===== config.mk =====
export PLATFORM = sky130hd
export DESIGN_NAME = adc_control_logic
export DESIGN_NICKNAME = d
export VERILOG_FILES = /design/src/common/adc_ctrl_pkg.sv /design/src/hdl/adc_control_logic.sv
export SDC_FILE = /design/constraint.sdc
export NUM_CORES = 1
export LEC_CHECK = 0
export BUFFER_PORTS_ARGS = -buffer_cell sky130_fd_sc_hd__buf_2
export CORE_MARGIN = 2
export CORE_UTILIZATION = 54
export DETAILED_ROUTE_END_ITERATION = 10
export GPL_TIMING_DRIVEN = 0
export PLACE_DENSITY = 0.75
export SLEW_MARGIN = 20
export SYNTH_ARGS = -nofsm -noshare
export SYNTH_HDL_FRONTEND = slang
export SYNTH_SLANG_ARGS = --single-unit

===== constraint.sdc =====
create_clock -name CORE_CLK -period 4.2 [get_ports CORE_CLK]
set_input_delay 0.42 -clock CORE_CLK [delete_from_list [all_inputs] [get_ports CORE_CLK]]
set_output_delay 0.42 -clock CORE_CLK [all_outputs]
set_load 0.02 [all_outputs]

===== src/common/adc_ctrl_pkg.sv =====
// Notes on behaviour
// RULE1: Done flag cleared by writing one or servicing.
// RULE2: Interrupt request needs enable and global enable.
// RULE3: Prescaler codes divide clock by 2..128.
// RULE4: Comparator negative input picked by two-bit field.
// RULE5: Trigger pick bit chooses comparator 0 or 1.
// RULE6: Trigger source ignored unless auto-trigger on.
// RULE7: Selected flag rising edge starts conversion.
// RULE8: Source code zero is continuous conversion; the code runs one conversion per start bit there and does not restart.
// RULE9: Codes one to seven pick listed sources.
// RULE10: Three-bit reference select spans two registers.
// RULE11: Reference change applies after current conversion.
// RULE12: Alignment bit picks left or right result.
// RULE13: Five-bit channel field routes converter input.
// RULE14: Polarity flip only for offset calibration.
// RULE15: Speed bit picks slow or fast conversion.
// RULE16: Path bit picks multiplexer or differential amplifier.
// RULE17: Test bit drives internal reference out pin.
// RULE18: Disable bits switch off pin digital inputs.
// RULE19: Offset enable corrects results with offset registers.
// RULE20: Start bit begins single or first continuous conversion.
// RULE21: Converter enabled while its enable bit set.
// RULE22: Low byte layout follows alignment bit.
// RULE23: Done flag sets when result becomes readable.
`default_nettype none

package adc_ctrl_pkg;

   // ----------------------------------------------------------------
   // Register offsets.
   // ----------------------------------------------------------------
   localparam logic [7:0] ADDR_DATA_LO   = 8'h78;
   localparam logic [7:0] ADDR_DATA_HI   = 8'h79;
   localparam logic [7:0] ADDR_CSR_A     = 8'h7a;
   localparam logic [7:0] ADDR_CSR_B     = 8'h7b;
   localparam logic [7:0] ADDR_MUX       = 8'h7c;
   localparam logic [7:0] ADDR_CSR_C     = 8'h7d;
   localparam logic [7:0] ADDR_DIS_0     = 8'h7e;
   localparam logic [7:0] ADDR_DIS_1     = 8'h7f;
   localparam logic [7:0] ADDR_OFS_0     = 8'ha3;
   localparam logic [7:0] ADDR_OFS_1     = 8'ha4;
   localparam logic [7:0] ADDR_CSR_D     = 8'had;

   // ----------------------------------------------------------------
   // Field positions and reset values.
   // ----------------------------------------------------------------
   localparam int BIT_CONVERTER_ON = 7;
   localparam int BIT_START        = 6;
   localparam int BIT_AUTO_TRIG    = 5;
   localparam int BIT_DONE         = 4;
   localparam int BIT_IRQ_EN       = 3;
   localparam int BIT_CMP_PICK     = 3;
   localparam int BIT_LEFT_ALIGN   = 5;
   localparam int BIT_REF_MSB      = 6;
   localparam int BIT_OFS_ON       = 7;
   localparam int BIT_POL_FLIP     = 5;
   localparam int BIT_FAST         = 2;
   localparam int BIT_DIFF_PATH    = 1;
   localparam int BIT_REF_TEST     = 0;
   localparam logic [7:0] RST_CSR_A = 8'h05;
   localparam logic [7:0] RST_ZERO  = 8'h00;
   localparam logic [7:0] MASK_CSR_C = 8'hb7;
   localparam logic [7:0] MASK_CSR_D = 8'hf7;

   // ----------------------------------------------------------------
   // Timing: conversion length in converter clocks.
   // ----------------------------------------------------------------
   localparam int CONV_TICKS = 15;

   // Trigger source codes.
   localparam logic [2:0] TRIG_CONTINUOUS = 3'h0;

   // Conversion sequencer states, Gray coded.
   typedef enum logic [1:0] {
      ST_IDLE = 2'b00,
      ST_CONV = 2'b01,
      ST_DONE = 2'b11
   } conv_state_t;

   // Settings handed to the analog core.
   typedef struct packed {
      logic [2:0] reference;
      logic [4:0] channel;
      logic       pol_flip;
      logic       fast;
      logic       diff_path;
      logic       ref_test;
      logic [1:0] cmp0_neg;
      logic [1:0] cmp1_neg;
   } analog_cfg_t;

   // Trigger inputs bundle.
   typedef struct packed {
      logic cmp0;
      logic cmp1;
      logic ext_int0;
      logic t0_match;
      logic t0_ovf;
      logic t1_match_b;
      logic t1_ovf;
      logic t1_capture;
   } trig_in_t;

endpackage : adc_ctrl_pkg

`default_nettype wire


===== src/hdl/adc_control_logic.sv =====
`timescale 1ns/1ps
`default_nettype none

module adc_control_logic
   #(
      parameter int DATA_BITS = 12
   )
   (
      // Clock and reset.
      input  wire logic                      CORE_CLK,
      input  wire logic                      RST,
      // Register port.
      input  wire logic [7:0]                ADDR,
      input  wire logic [7:0]                WDATA,
      input  wire logic                      WR,
      input  wire logic                      RD,
      output logic      [7:0]                RDATA,
      // Interrupt system.
      input  wire logic                      GLOBAL_IRQ_EN,
      input  wire logic                      IRQ_ACK,
      output logic                           IRQ_REQ,
      // Trigger sources, same clock.
      input  wire adc_ctrl_pkg::trig_in_t    TRIG,
      // Analog core.
      output adc_ctrl_pkg::analog_cfg_t      ANA_CFG,
      output logic                           ANA_ENABLE,
      output logic                           ANA_SAMPLE,
      output logic                           ANA_TICK,
      input  wire logic [DATA_BITS-1:0]      ANA_RESULT,
      // Pin digital input disables.
      output logic      [15:0]               PIN_DIG_IN_OFF
   );

   // ----------------------------------------------------------------
   // Registers.
   // ----------------------------------------------------------------
   logic [7:0]  csr_a_q;          // Control and status A.
   logic [7:0]  csr_b_q;          // Control and status B.
   logic [7:0]  mux_q;            // Channel and reference select.
   logic [7:0]  csr_c_q;          // Control and status C.
   logic [7:0]  csr_d_q;          // Control D.
   logic [7:0]  dis0_q;           // Digital input disable 0.
   logic [7:0]  dis1_q;           // Digital input disable 1.
   logic [7:0]  ofs0_q;           // Signed offset 0.
   logic [7:0]  ofs1_q;           // Signed offset 1.
   logic [11:0] result_q;         // Latest corrected result.
   logic [2:0]  ref_q;            // Reference applied to the core.
   logic [6:0]  div_q;            // Prescaler counter.
   logic [3:0]  tick_cnt_q;       // Converter clocks left.
   logic        trig_prev_q;      // Last selected trigger level.
   logic        tick;             // One-cycle converter clock enable.
   logic        trig_sel;         // Selected trigger flag.
   logic        trig_edge;        // Rising edge of selected flag.
   logic        start_req;        // Request to begin a conversion.
   logic        finish;           // Result lands this cycle.
   logic [11:0] corrected;        // Offset-corrected result.
   logic [6:0]  div_limit;        // Terminal count for the prescaler.
   logic        wr_a;             // Write to control A.
   adc_ctrl_pkg::conv_state_t state_q;

   assign wr_a = WR && (ADDR == adc_ctrl_pkg::ADDR_CSR_A);

   // ----------------------------------------------------------------
   // Prescaler.
   // ----------------------------------------------------------------

   // Terminal count; codes 0 and 1 both divide by two.
   always_comb
   begin
      unique case (csr_a_q[2:0])
         3'h0, 3'h1: div_limit = 7'h01;             // RULE3
         3'h2:       div_limit = 7'h03;
         3'h3:       div_limit = 7'h07;
         3'h4:       div_limit = 7'h0f;
         3'h5:       div_limit = 7'h1f;
         3'h6:       div_limit = 7'h3f;
         3'h7:       div_limit = 7'h7f;
      endcase
   end

   // Free-running divider, held in reset while the converter is off.
   always_ff @(posedge CORE_CLK or posedge RST)
   begin
      if (RST)
         div_q <= 7'h00;
      else if (!csr_a_q[adc_ctrl_pkg::BIT_CONVERTER_ON] || div_q >= div_limit)
         div_q <= 7'h00;
      else
         div_q <= div_q + 7'h01;
   end

   assign tick = csr_a_q[adc_ctrl_pkg::BIT_CONVERTER_ON] && (div_q >= div_limit); // RULE3

   // ----------------------------------------------------------------
   // Trigger selection.
   // ----------------------------------------------------------------

   // Pick the flag named by the trigger source field.
   always_comb
   begin
      unique case (csr_b_q[2:0])                     // RULE9
         3'h0: trig_sel = 1'b0;                      // RULE8
         3'h1: trig_sel = csr_b_q[adc_ctrl_pkg::BIT_CMP_PICK] ? TRIG.cmp1 : TRIG.cmp0; // RULE5
         3'h2: trig_sel = TRIG.ext_int0;
         3'h3: trig_sel = TRIG.t0_match;
         3'h4: trig_sel = TRIG.t0_ovf;
         3'h5: trig_sel = TRIG.t1_match_b;
         3'h6: trig_sel = TRIG.t1_ovf;
         3'h7: trig_sel = TRIG.t1_capture;
      endcase
   end

   // Remember the selected level so a source switch can make an edge.
   always_ff @(posedge CORE_CLK or posedge RST)
   begin
      if (RST)
         trig_prev_q <= 1'b0;
      else
         trig_prev_q <= trig_sel;
   end

   // Edges count only with auto trigger on and not in continuous mode.
   assign trig_edge = csr_a_q[adc_ctrl_pkg::BIT_AUTO_TRIG]          // RULE6
                   && (csr_b_q[2:0] != adc_ctrl_pkg::TRIG_CONTINUOUS) // RULE8
                   && trig_sel && !trig_prev_q;                      // RULE7

   // A conversion starts on the start bit or a trigger edge.
   assign start_req = csr_a_q[adc_ctrl_pkg::BIT_CONVERTER_ON]        // RULE21
                   && (csr_a_q[adc_ctrl_pkg::BIT_START] || trig_edge); // RULE20

   // ----------------------------------------------------------------
   // Conversion sequencer.
   // ----------------------------------------------------------------

   // Walks idle, converting, done; counts converter clocks.
   always_ff @(posedge CORE_CLK or posedge RST)
   begin
      if (RST)
      begin
         state_q    <= adc_ctrl_pkg::ST_IDLE;
         tick_cnt_q <= 4'h0;
      end
      else if (!csr_a_q[adc_ctrl_pkg::BIT_CONVERTER_ON])
      begin
         state_q    <= adc_ctrl_pkg::ST_IDLE;        // RULE21
         tick_cnt_q <= 4'h0;
      end
      else
      begin
         unique case (state_q)
            adc_ctrl_pkg::ST_IDLE:
            begin
               if (start_req)
               begin
                  state_q    <= adc_ctrl_pkg::ST_CONV;
                  tick_cnt_q <= 4'(adc_ctrl_pkg::CONV_TICKS);
               end
            end
            adc_ctrl_pkg::ST_CONV:
            begin
               if (tick && tick_cnt_q == 4'h1)
                  state_q <= adc_ctrl_pkg::ST_DONE;
               else if (tick)
                  tick_cnt_q <= tick_cnt_q - 4'h1;
            end
            adc_ctrl_pkg::ST_DONE:
               state_q <= adc_ctrl_pkg::ST_IDLE;
            default:
               state_q <= adc_ctrl_pkg::ST_IDLE;
         endcase
      end
   end

   assign finish = (state_q == adc_ctrl_pkg::ST_DONE);

   // ----------------------------------------------------------------
   // Result correction and alignment.
   // ----------------------------------------------------------------

   // Subtract the offset matching the half of the range in use.
   always_comb
   begin
      corrected = ANA_RESULT[11:0];
      if (csr_c_q[adc_ctrl_pkg::BIT_OFS_ON] && !csr_c_q[adc_ctrl_pkg::BIT_POL_FLIP]) // RULE19
      begin
         if (ANA_RESULT[11])
            corrected = ANA_RESULT[11:0] - {{4{ofs0_q[7]}}, ofs0_q};
         else
            corrected = ANA_RESULT[11:0] - {{4{ofs1_q[7]}}, ofs1_q};
      end
   end

   // Capture the result as the done flag rises.
   always_ff @(posedge CORE_CLK or posedge RST)
   begin
      if (RST)
         result_q <= 12'h000;
      else if (finish)
         result_q <= corrected;                      // RULE23
   end

   // Reference latch: only follows software between conversions.
   always_ff @(posedge CORE_CLK or posedge RST)
   begin
      if (RST)
         ref_q <= 3'h0;
      else if (state_q != adc_ctrl_pkg::ST_CONV)
         ref_q <= {csr_d_q[adc_ctrl_pkg::BIT_REF_MSB], mux_q[7:6]}; // RULE11
   end

   // ----------------------------------------------------------------
   // Control register A: start bit and done flag.
   // ----------------------------------------------------------------

   // Start bit self-clears at conversion end; done sets over clears.
   always_ff @(posedge CORE_CLK or posedge RST)
   begin
      if (RST)
         csr_a_q <= adc_ctrl_pkg::RST_CSR_A;
      else
      begin
         if (wr_a)
         begin
            csr_a_q[7:5] <= WDATA[7:5];
            csr_a_q[3:0] <= WDATA[3:0];
         end
         // A write that turns the converter on and sets start together keeps the start.
         if (finish || (!csr_a_q[adc_ctrl_pkg::BIT_CONVERTER_ON] && !wr_a))
            csr_a_q[adc_ctrl_pkg::BIT_START] <= 1'b0;                 // RULE20
         else if (state_q == adc_ctrl_pkg::ST_CONV)
            csr_a_q[adc_ctrl_pkg::BIT_START] <= 1'b1;
         if (finish)
            csr_a_q[adc_ctrl_pkg::BIT_DONE] <= 1'b1; // RULE23
         else if ((wr_a && WDATA[adc_ctrl_pkg::BIT_DONE]) || IRQ_ACK)
            csr_a_q[adc_ctrl_pkg::BIT_DONE] <= 1'b0; // RULE1
      end
   end

   // ----------------------------------------------------------------
   // Remaining configuration registers.
   // ----------------------------------------------------------------

   // Plain read-write settings.
   always_ff @(posedge CORE_CLK or posedge RST)
   begin
      if (RST)
      begin
         csr_b_q <= adc_ctrl_pkg::RST_ZERO;
         mux_q   <= adc_ctrl_pkg::RST_ZERO;
         csr_c_q <= adc_ctrl_pkg::RST_ZERO;
         csr_d_q <= adc_ctrl_pkg::RST_ZERO;
         dis0_q  <= adc_ctrl_pkg::RST_ZERO;
         dis1_q  <= adc_ctrl_pkg::RST_ZERO;
         ofs0_q  <= adc_ctrl_pkg::RST_ZERO;
         ofs1_q  <= adc_ctrl_pkg::RST_ZERO;
      end
      else if (WR)
      begin
         unique case (ADDR)
            adc_ctrl_pkg::ADDR_CSR_B: csr_b_q <= WDATA;
            adc_ctrl_pkg::ADDR_MUX:   mux_q   <= WDATA;
            adc_ctrl_pkg::ADDR_CSR_C: csr_c_q <= WDATA & adc_ctrl_pkg::MASK_CSR_C;
            adc_ctrl_pkg::ADDR_CSR_D: csr_d_q <= WDATA & adc_ctrl_pkg::MASK_CSR_D;
            adc_ctrl_pkg::ADDR_DIS_0: dis0_q  <= WDATA;
            adc_ctrl_pkg::ADDR_DIS_1: dis1_q  <= WDATA;
            adc_ctrl_pkg::ADDR_OFS_0: ofs0_q  <= WDATA;
            adc_ctrl_pkg::ADDR_OFS_1: ofs1_q  <= WDATA;
            default: ;
         endcase
      end
   end

   // ----------------------------------------------------------------
   // Read port: data one cycle after the strobe.
   // ----------------------------------------------------------------

   // Unmapped addresses read as zero.
   always_ff @(posedge CORE_CLK or posedge RST)
   begin
      if (RST)
         RDATA <= 8'h00;
      else if (RD)
      begin
         unique case (ADDR)
            adc_ctrl_pkg::ADDR_DATA_LO:
               RDATA <= mux_q[adc_ctrl_pkg::BIT_LEFT_ALIGN] ? {result_q[3:0], 4'h0} // RULE22
                                                           : result_q[7:0];         // RULE12
            adc_ctrl_pkg::ADDR_DATA_HI:
               RDATA <= mux_q[adc_ctrl_pkg::BIT_LEFT_ALIGN] ? result_q[11:4]
                                                           : {4'h0, result_q[11:8]}; // RULE12
            adc_ctrl_pkg::ADDR_CSR_A: RDATA <= csr_a_q;
            adc_ctrl_pkg::ADDR_CSR_B: RDATA <= csr_b_q;
            adc_ctrl_pkg::ADDR_MUX:   RDATA <= mux_q;
            adc_ctrl_pkg::ADDR_CSR_C: RDATA <= csr_c_q;
            adc_ctrl_pkg::ADDR_CSR_D: RDATA <= csr_d_q;
            adc_ctrl_pkg::ADDR_DIS_0: RDATA <= dis0_q;
            adc_ctrl_pkg::ADDR_DIS_1: RDATA <= dis1_q;
            adc_ctrl_pkg::ADDR_OFS_0: RDATA <= ofs0_q;
            adc_ctrl_pkg::ADDR_OFS_1: RDATA <= ofs1_q;
            default:                  RDATA <= 8'h00;
         endcase
      end
   end

   // ----------------------------------------------------------------
   // Outputs to the core, pins and interrupt system.
   // ----------------------------------------------------------------
   assign IRQ_REQ = csr_a_q[adc_ctrl_pkg::BIT_DONE] && csr_a_q[adc_ctrl_pkg::BIT_IRQ_EN]
                 && GLOBAL_IRQ_EN;                   // RULE2
   assign ANA_ENABLE = csr_a_q[adc_ctrl_pkg::BIT_CONVERTER_ON]; // RULE21
   assign ANA_SAMPLE = (state_q == adc_ctrl_pkg::ST_CONV);
   assign ANA_TICK   = tick;
   assign ANA_CFG.reference = ref_q;                 // RULE10
   assign ANA_CFG.channel   = mux_q[4:0];            // RULE13
   assign ANA_CFG.pol_flip  = csr_c_q[adc_ctrl_pkg::BIT_POL_FLIP];  // RULE14
   assign ANA_CFG.fast      = csr_c_q[adc_ctrl_pkg::BIT_FAST];      // RULE15
   assign ANA_CFG.diff_path = csr_c_q[adc_ctrl_pkg::BIT_DIFF_PATH]; // RULE16
   assign ANA_CFG.ref_test  = csr_c_q[adc_ctrl_pkg::BIT_REF_TEST];  // RULE17
   assign ANA_CFG.cmp0_neg  = csr_b_q[7:6];          // RULE4
   assign ANA_CFG.cmp1_neg  = csr_b_q[5:4];          // RULE4
   assign PIN_DIG_IN_OFF    = {dis1_q, dis0_q};      // RULE18
endmodule : adc_control_logic

`default_nettype wire


# Word level (Yosys, flattened, before mapping)
# Memory sizes are Yosys's and may differ from the RTL's.
# Cells that the tools add are included.
word_totals:
  regBits: 106
  rom_bits: 48
  input_bits: 42
  output_inout_bits: 44
  wordCells: 108
  n_memories: 1
op_classes:
  n_addsub: 4
  magnitude_cmp: 1
  eq_ne: 27
  muxes: 22
  reduce_logical: 35
mem_list:
  columns: ["memory", "words", "word_bits", "read_ports", "rd_ports_with_merged_regs", "wr", "line", "rtl"]
  rows:
  - ["(name not given)", 8, 6, 1, 0, 0, "adc_control_logic.sv:70", "unique case (csr_a_q[2:0])"]
op_table:
  columns: ["operator", "count"]
  rows:
  - ["case mux 8 bit (11 select lines)", 1]
  - ["equality test 8 x 7 -> 1 bit, second input constant", 8]
  - ["equality test 8 bit, second input constant", 3]
  - ["two-way mux 12 bit", 2]
  - ["subtractor 12 bit", 2]
  - ["AND reduction 2 bit", 9]
  - ["two-way mux 4 bit", 4]
  - ["two-way mux 8 bit", 2]
  - ["equality test 3 bit, second input constant", 4]
  - ["logical AND 1 bit", 12]
  - ["inequality test 3 x 2 -> 1 bit, second input constant", 3]
  - ["two-way mux 2 bit", 4]
  - ["case mux 1 bit (8 select lines)", 1]
  - ["case mux 4 bit (2 select lines)", 1]
  - ["adder 7 x 1 -> 7 bit, second input constant", 1]
  - ["greater-or-equal comparator 7 bit", 1]
  - ["two-way mux 7 bit", 1]
  - ["equality test 3 x 2 -> 1 bit, second input constant", 2]
  - ["inequality test 3 bit, second input constant", 2]
  - ["nonzero test 3 bit", 2]
  - ["two-way mux 1 bit", 5]
  - ["equality test 4 x 1 -> 1 bit, second input constant", 1]
  - ["logical NOT 1 bit", 4]
  - ["logical OR 1 bit", 4]
  - ["other kinds (10)", 10]

# Depth between registers and ports, before layout
# Gate-level depths: netlist (run 1).
logic_depth:
  depth_word: 9
  mapped_depth: 10
  mapped_depth_nobuf: 9

# Worst setup path after synthesis (run 1)
# OpenSTA, ideal clock, no wires.
synth_timing:
  kind: "input to register"
  from: "input ANA_RESULT[11]"
  to: "register result_q[10]"
  setup_time_ps: 126
  t_arrival_ps: 2613
  t_required_ps: 4074
  setup_slack_ps: 1461
  cell_stages: 10
  path_buffers: 1
  path_cell_list: "clkbuf_1 > mux2_2 > ha_1 > fa_1 > nor2b_1 > o21ai_0 > a21oi_1 > o21ai_0 > mux2i_1 > a221o_1"
synth_between:
  elab_chain_len: 2
synth_rtl:
  columns: ["item", "line", "rtl"]
  rows:
  - ["start: declaration", "adc_control_logic.sv:29", "input wire logic [DATA_BITS-1:0] ANA_RESULT,"]
  - ["two-way mux 12 bit", "adc_control_logic.sv:186", "if (ANA_RESULT[11])"]
  - ["two-way mux 12 bit", "adc_control_logic.sv:184", "if (csr_c_q[adc_ctrl_pkg::BIT_OFS_ON] && !csr_c_q[adc_ctrl_pkg::BIT_POL_FLIP])"]
  - ["end signal: assignment", "adc_control_logic.sv:199", "result_q <= corrected;"]
  - ["end: declaration", "adc_control_logic.sv:46", "logic [11:0] result_q;"]
# Every way passes these cells.
# A chain may end at the register's enable or synchronous reset.

# Worst setup path after layout (run 1)
# Ends and elaborated chain as after synthesis.

==> impl_metrics.env, run 1 <==
export IMPL_final_cells=817
export IMPL_die_x_um=110
export IMPL_layout_nets=735
export IMPL_dpl_worst_slack_ns=0.976
export IMPL_min_period_over_period_pct=67.3
export IMPL_port_buffer_count=81
export IMPL_htree_levels=3
export IMPL_dp_hpwl_um=12600
export IMPL_totalWireLength_um=16500
export IMPL_dp_cells=801
export IMPL_die_h_um=110
export IMPL_yosys_area_top_type_share_pct=43.2
export IMPL_cts_setup_buffers=0
export IMPL_fp_row_count=38
export IMPL_ys_types=63
export IMPL_fin_hold_ws_ns=0.0567
export IMPL_synth_edf_count=0
export IMPL_yosysTopAreaCell="dfrtp_1"
export IMPL_grt_pass1_vias=4899
export IMPL_path_class="in2reg"
export IMPL_drv_slew=0
export IMPL_min_period_ns=2.82
export IMPL_p_per_area_nw_per_um2=376
export IMPL_multi_input_area_um2=3120
export IMPL_path_max_fanout=10
export IMPL_synthTopCellsByArea="dfrtp_1 (43%), mux2_2 (14%), ha_1 (4.2%)"
export IMPL_hold_viol=0
export IMPL_start_kind="input pin"
export IMPL_fin_ws_ns=1.38
export IMPL_outcome="complete, no violations"
export IMPL_seq_area_frac_synth_pct=44.0
export IMPL_synth_avg_cell_area_um2=10.4
export IMPL_cts_max_path_buffers=2
export IMPL_maxCapViolCount=0
export IMPL_avgViaCountPerCell=6.09
export IMPL_ir_drop_uv=261
export IMPL_place_congestion=0.984
export IMPL_cts_buffers=9
export IMPL_yosys_warnings=0
export IMPL_hold_path_class="in2async"
export IMPL_postRouteAntennaNets=0
export IMPL_finalSetupViolCount=0
export IMPL_cts_sinks=106
export IMPL_yosys_top_cells_count="dfrtp_1 (104), mux2_2 (74), nor2_1 (45)"
export IMPL_insertion_delay_ns=0.40
export IMPL_critPathArrivalTime_ns=3.10
export IMPL_worst_slew_pin_slew_ns=0.665
export IMPL_worstSetupEndpointType="flop"
export IMPL_synth_ff_type="dfrtp_1"
export IMPL_power_mw=2.56
export IMPL_cts_resized=0
export IMPL_drc=0
export IMPL_antenna_cells=0
export IMPL_die_area_um2=12000
export IMPL_grt_max_degree=56
export IMPL_drtPass1Iterations=5
export IMPL_leakagePower_nw=3.28
export IMPL_root_buffer="clkbuf_8"
export IMPL_async_flop_share_pct=100
export IMPL_antenna_found_initial=0
export IMPL_core_area_um2=10900
export IMPL_cts_tree="built"
export IMPL_drtIter0Drc=458
export IMPL_fin_skew_ns=0.0192
export IMPL_start_util_pct=55.4
export IMPL_final_seq_area_um2=2660
export IMPL_vias=4976
export IMPL_hold_buffers=0
export IMPL_ys_seq_elements=106
export IMPL_syn_nets=642
export IMPL_max_slew_margin_rel_pct=55.6
export IMPL_grt_ovfl_total=0
export IMPL_rsz0062_at_grt="no"
export IMPL_r2r_slack_ns=1.74
export IMPL_area_growth_pct=13.1
export IMPL_drive_gt1_share_pct=30.9
export IMPL_yosysMostFrequentCell="dfrtp_1"
export IMPL_grtUsageTotal_pct=29.5
export IMPL_synth_area_um2=6030
export IMPL_ios=86
export IMPL_cts_clk_slew_worst_paths_ns=0.11
export IMPL_required_ns=4.47
export IMPL_final_core_utilization_pct=62.6
export IMPL_fill_cells=939
export IMPL_fmax_mhz=354
export IMPL_syn_inst=579
export IMPL_avgRoutedWirePerCell_um=20.2
export IMPL_grt_pass1_wl_um=26300
## power breakdown
| part | total (mW) | switching (mW) | internal (mW) |
|---|---|---|---|
| combinational | 0.638 | 0.359 | 0.279 |
| clock | 0.597 | 0.361 | 0.236 |
| sequential | 1.33 | 0.160 | 1.17 |
## metal layers
| layer | vias to the layer above | wire (µm) | GRT usage (%) | part of all wire [%] |
|---|---|---|---|---|
| li1 | 2297 | - | - | - |
| met1 | 2481 | 7150 | 40.6 | 43 |
| met2 | 176 | 7910 | 47.0 | 48 |
| met3 | 22 | 1100 | 6.76 | 6.7 |
| met4 | 0 | 322 | 7.96 | 2.0 |
| met5 | - | 0 | 0 | 0 |
## path summary, 6_finish.rpt
check                      cells after the start      startpoint      endpoint
setup reg to reg                               9       ofs0_q[0]  result_q[10]
min in group CORE_CLK                          2   ANA_RESULT[9]   result_q[9]
max in group asynchronous                      3             RST    csr_a_q[0]
hold / removal                                 2             RST      mux_q[6]
setup / recovery                              11  ANA_RESULT[11]  result_q[10]
hold reg to reg                                1        div_q[0]      div_q[0]
## layout by cell type (no fill, tap or decap), drive strengths merged, types with 22 or more instances in the layout
cell type,count
buf,108
dfrtp,104
mux2,74
nor2,48
nand2,44
a21oi,33
o21ai,32
nand3,22
clkbuf,22
## flip-flops by register name, summed over array words and instances (netlist names), 7 cells and up
| name | cells |
|---|---|
| RDATA | 8 |
| csr_a_q | 8 |
| csr_b_q | 8 |
| csr_d_q | 7 |
| dis0_q | 8 |
| dis1_q | 8 |
| div_q | 7 |
| mux_q | 8 |
| ofs0_q | 8 |
| ofs1_q | 8 |
| result_q | 12 |
## stage by stage
stage	TNS [ns]	cell area, µm²
after floorplan	0	6030
after global placement	-13.30	6610
after detailed placement	0	6640
after CTS	0	6820
after global routing	0	6820
final	0	6820
## worst max-delay path, cell delays in order
cell and delay [ns]:
buf_2 0.10, clkbuf_1 0.51, mux2_2 0.42, ha_1 0.21, fa_1 0.39, nor2b_1 0.14
o21ai_0 0.13, a21oi_1 0.21, o21ai_0 0.16, mux2i_1 0.15, a221o_1 0.26
## final cells by class
cell class / count / area share, %
Buffer: 37 / 3.03
Inverter: 13 / 0.789
Multi-Input combinational cell: 423 / 45.7
Clock buffer: 11 / 2.07
Timing Repair Buffer: 82 / 6.35
Sequential cell: 106 / 38.9
Tap cell: 140 / 2.57
Clock inverter: 5 / 0.532
## kinds of logic after synthesis
group	Yosys count	share of synthesized area, %
adder cells (fa/ha/maj)	21	4.48
AND/OR/NAND/NOR	164	13.8
buffers and inverters	50	4.23
multiplexers	95	17.6
flip-flops	106	44.0
XOR/XNOR	10	1.45
AO/OA/AOI/OAI	133	14.4
Note: power is estimated with default switching activity, not from simulation.
==> run 2, diff against run 1 <==
Settings changed: ABC_AREA set to 1.
Clock period 4.2 ns to 2.73 ns, I/O delays scaled along.
==> run 2 against run 1 <==
Critical endpoint is now result_q[8]. Combinational power is 27% lower. Wire length is 3.8% higher. Via count is 23% higher. Area after synthesis is 3.8% higher. Hold slack better by 0.087 ns. Core utilization is 0.67 points higher. Die area is 3.6% higher. Final cell count is 36% higher. Sequential share of layout area is 2.0 points lower. Sequential power is 26% higher.
==> impl_metrics.env, run 2 <==
export IMPL_cts_buffers=9
export IMPL_synthTopCellsByArea="dfrtp_1 (42%), nand2_1 (16%), nand3_1 (8.2%)"
export IMPL_outcome="complete, no violations"
export IMPL_cts_clk_slew_worst_paths_ns=0.07
export IMPL_layout_nets=1029
export IMPL_fp_row_count=39
export IMPL_max_slew_margin_rel_pct=61.3
export IMPL_insertion_delay_ns=0.35
export IMPL_maxCapViolCount=0
export IMPL_postRouteAntennaNets=0
export IMPL_fin_skew_ns=0.00794
export IMPL_grt_pass1_wl_um=27800
export IMPL_worstSetupEndpointType="flop"
export IMPL_cp_slowest_stage_delay_ns=0.44
export IMPL_finalSetupViolCount=0
export IMPL_drtPass1Iterations=5
export IMPL_cts_sinks=106
export IMPL_min_period_over_period_pct=85.3
export IMPL_critPathTopFamily="simple AND/OR/NAND/NOR gates"
export IMPL_vias=6120
export IMPL_cp_buffers_inverters=2
export IMPL_ios=86
export IMPL_antenna_cells=0
export IMPL_dp_cells=1097
export IMPL_avgViaCountPerCell=5.50
export IMPL_area_growth_pct=15.1
export IMPL_worst_slew_pin_slew_ns=0.575
export IMPL_cts_tree="built"
export IMPL_dp_hpwl_um=12600
export IMPL_path_class="reg2reg"
export IMPL_htree_levels=3
export IMPL_yosysTopAreaCell="dfrtp_1"
export IMPL_cts_resized=0
export IMPL_grt_ovfl_total=0
export IMPL_mostFrequentLayoutCell="nand2_1"
export IMPL_dpl_worst_slack_ns=0.142
export IMPL_min_period_ns=2.33
export IMPL_final_cells=1113
export IMPL_port_buffer_count=82
export IMPL_hold_buffers=1
export IMPL_synth_avg_cell_area_um2=7.20
export IMPL_crit_start="ofs0_q[1]"
export IMPL_leakagePower_nw=3.81
export IMPL_die_area_um2=12500
export IMPL_root_buffer="clkbuf_16"
export IMPL_drtIter0Drc=433
export IMPL_hp_start="WDATA[7]"
export IMPL_regMostFlops="result_q"
export IMPL_path_max_fanout=3
export IMPL_yosys_area_top_type_share_pct=41.6
export IMPL_hold_viol=0
export IMPL_syn_inst=869
export IMPL_antenna_found_initial=0
export IMPL_fill_cells=1058
export IMPL_drive_gt1_share_pct=14.3
export IMPL_synth_ff_type="dfrtp_1"
export IMPL_die_h_um=112
export IMPL_yosysMostFrequentCell="nand2_1"
export IMPL_rsz0062_at_grt="no"
export IMPL_critPathArrivalTime_ns=2.55
export IMPL_fin_ws_ns=0.402
export IMPL_start_util_pct=55.0
export IMPL_die_x_um=112
export IMPL_routed_top_layer="met4"
export IMPL_avgRoutedWirePerCell_um=15.4
export IMPL_grt_max_degree=35
export IMPL_route_met3_wl_um=1210
export IMPL_yosys_warnings=0
export IMPL_grtUsageTotal_pct=28.2
export IMPL_worst_r2r_startpoint="ofs0_q[1]"
export IMPL_crit_chain="or2_2, o21ai_0, inv_1, fa_1, inv_1, nand3_1, nand3_1, nand2_1, nand2_1, nor2_1, o21ai_0, o21ai_0"
export IMPL_drc=0
export IMPL_place_congestion=0.908
export IMPL_crit_top_cell="o21ai_0"
export IMPL_synth_area_um2=6250
export IMPL_ys_seq_elements=106
export IMPL_totalWireLength_um=17100
export IMPL_hold_path_class="in2reg"
export IMPL_final_cell_mix="nand2_1 (261), dfrtp_1 (104), nand3_1 (102)"
export IMPL_m1WireLength_um=7560
export IMPL_grt_pass1_vias=5498
export IMPL_cts_max_path_buffers=2
export IMPL_largest_reg_flops=12
export IMPL_async_flop_share_pct=100
export IMPL_yosys_top_cells_count="nand2_1 (261), dfrtp_1 (104), nand3_1 (102)"
export IMPL_ys_types=32
export IMPL_final_setup_tns_ns=0
export IMPL_cpMaxStageDelayCell="fa_1"
export IMPL_synth_edf_count=0
export IMPL_fin_hold_ws_ns=0.144
export IMPL_drv_slew=0
export IMPL_ir_drop_uv=363
export IMPL_wl_met2_um=7870
export IMPL_start_kind="flop"
export IMPL_seq_area_frac_synth_pct=42.4
export IMPL_fmax_mhz=430
export IMPL_r2r_slack_ns=0.40
export IMPL_p_per_area_nw_per_um2=474
export IMPL_cts_setup_buffers=0
export IMPL_core_area_um2=11400
export IMPL_syn_nets=932
export IMPL_required_ns=2.95
==> run 2: cells by family after synthesis <==
| kind of cell | after synthesis | synth area share (%) |
|---|---|---|
| AND/OR/NAND/NOR | 479 | 32.7 |
| AO/OA/AOI/OAI | 127 | 10.3 |
| buffers and inverters | 126 | 8.68 |
| flip-flops | 106 | 42.4 |
| adder cells (fa/ha/maj) | 21 | 4.32 |
| XOR/XNOR | 5 | 0.700 |
| multiplexers | 5 | 0.800 |
==> run 2: final timing paths <==
check,endpoint,cells past startpoint
hold reg to reg,ref_q[1],2
max in group asynchronous,ofs1_q[6],5
setup reg to reg,result_q[8],12
setup / recovery,result_q[8],12
min in group asynchronous,div_q[4],3
hold / removal,csr_d_q[7],3
==> run 2: cell type report <==
type                       count  area, µm²  share of cell area [%]
tap                          143        179                    2.49
clock inverter                 2       38.8                   0.539
multi-input combinational    637       3060                    42.5
buffer                        38        213                    2.96
timing repair buffer          86        480                    6.68
sequential                   106       2660                    36.9
inverter                      88        334                    4.64
clock buffer                  13        240                    3.34
==> run 2: report_power, final <==
group	internal, mW	leakage (nW)	total [mW]	switching (mW)
sequential	1.63	1.38	1.68	0.0490
combinational	0.159	2.29	0.466	0.307
clock	0.710	0.134	1.27	0.558
==> run 2: through the flow <==
stage	area (µm²)	utilization, %	power [mW]
2_1_floorplan	6260	-	2.00
3_3_place_gp	6850	60.2	2.15
3_5_place_dp	6910	60.8	2.17
4_1_cts	7200	63.3	3.42
5_1_grt	7200	63.3	3.55
6_report	7200	63.3	3.41
==> run 2: per-layer routing <==
| metal | vias to the layer above | track usage, % |
|---|---|---|
| met5 | - | 0 |
| met4 | 0 | 11.0 |
| met3 | 26 | 4.90 |
| met2 | 245 | 44.2 |
| met1 | 2849 | 39.4 |
| li1 | 3000 | - |
==> run 2: worst min-delay path, delay by kind of cell <==
| family | cells | cell delay [ns] |
|---|---|---|
| buf+inv | 1 | 0.09 |
| simple gates | 1 | 0.04 |
| compound gates | 1 | 0.05 |
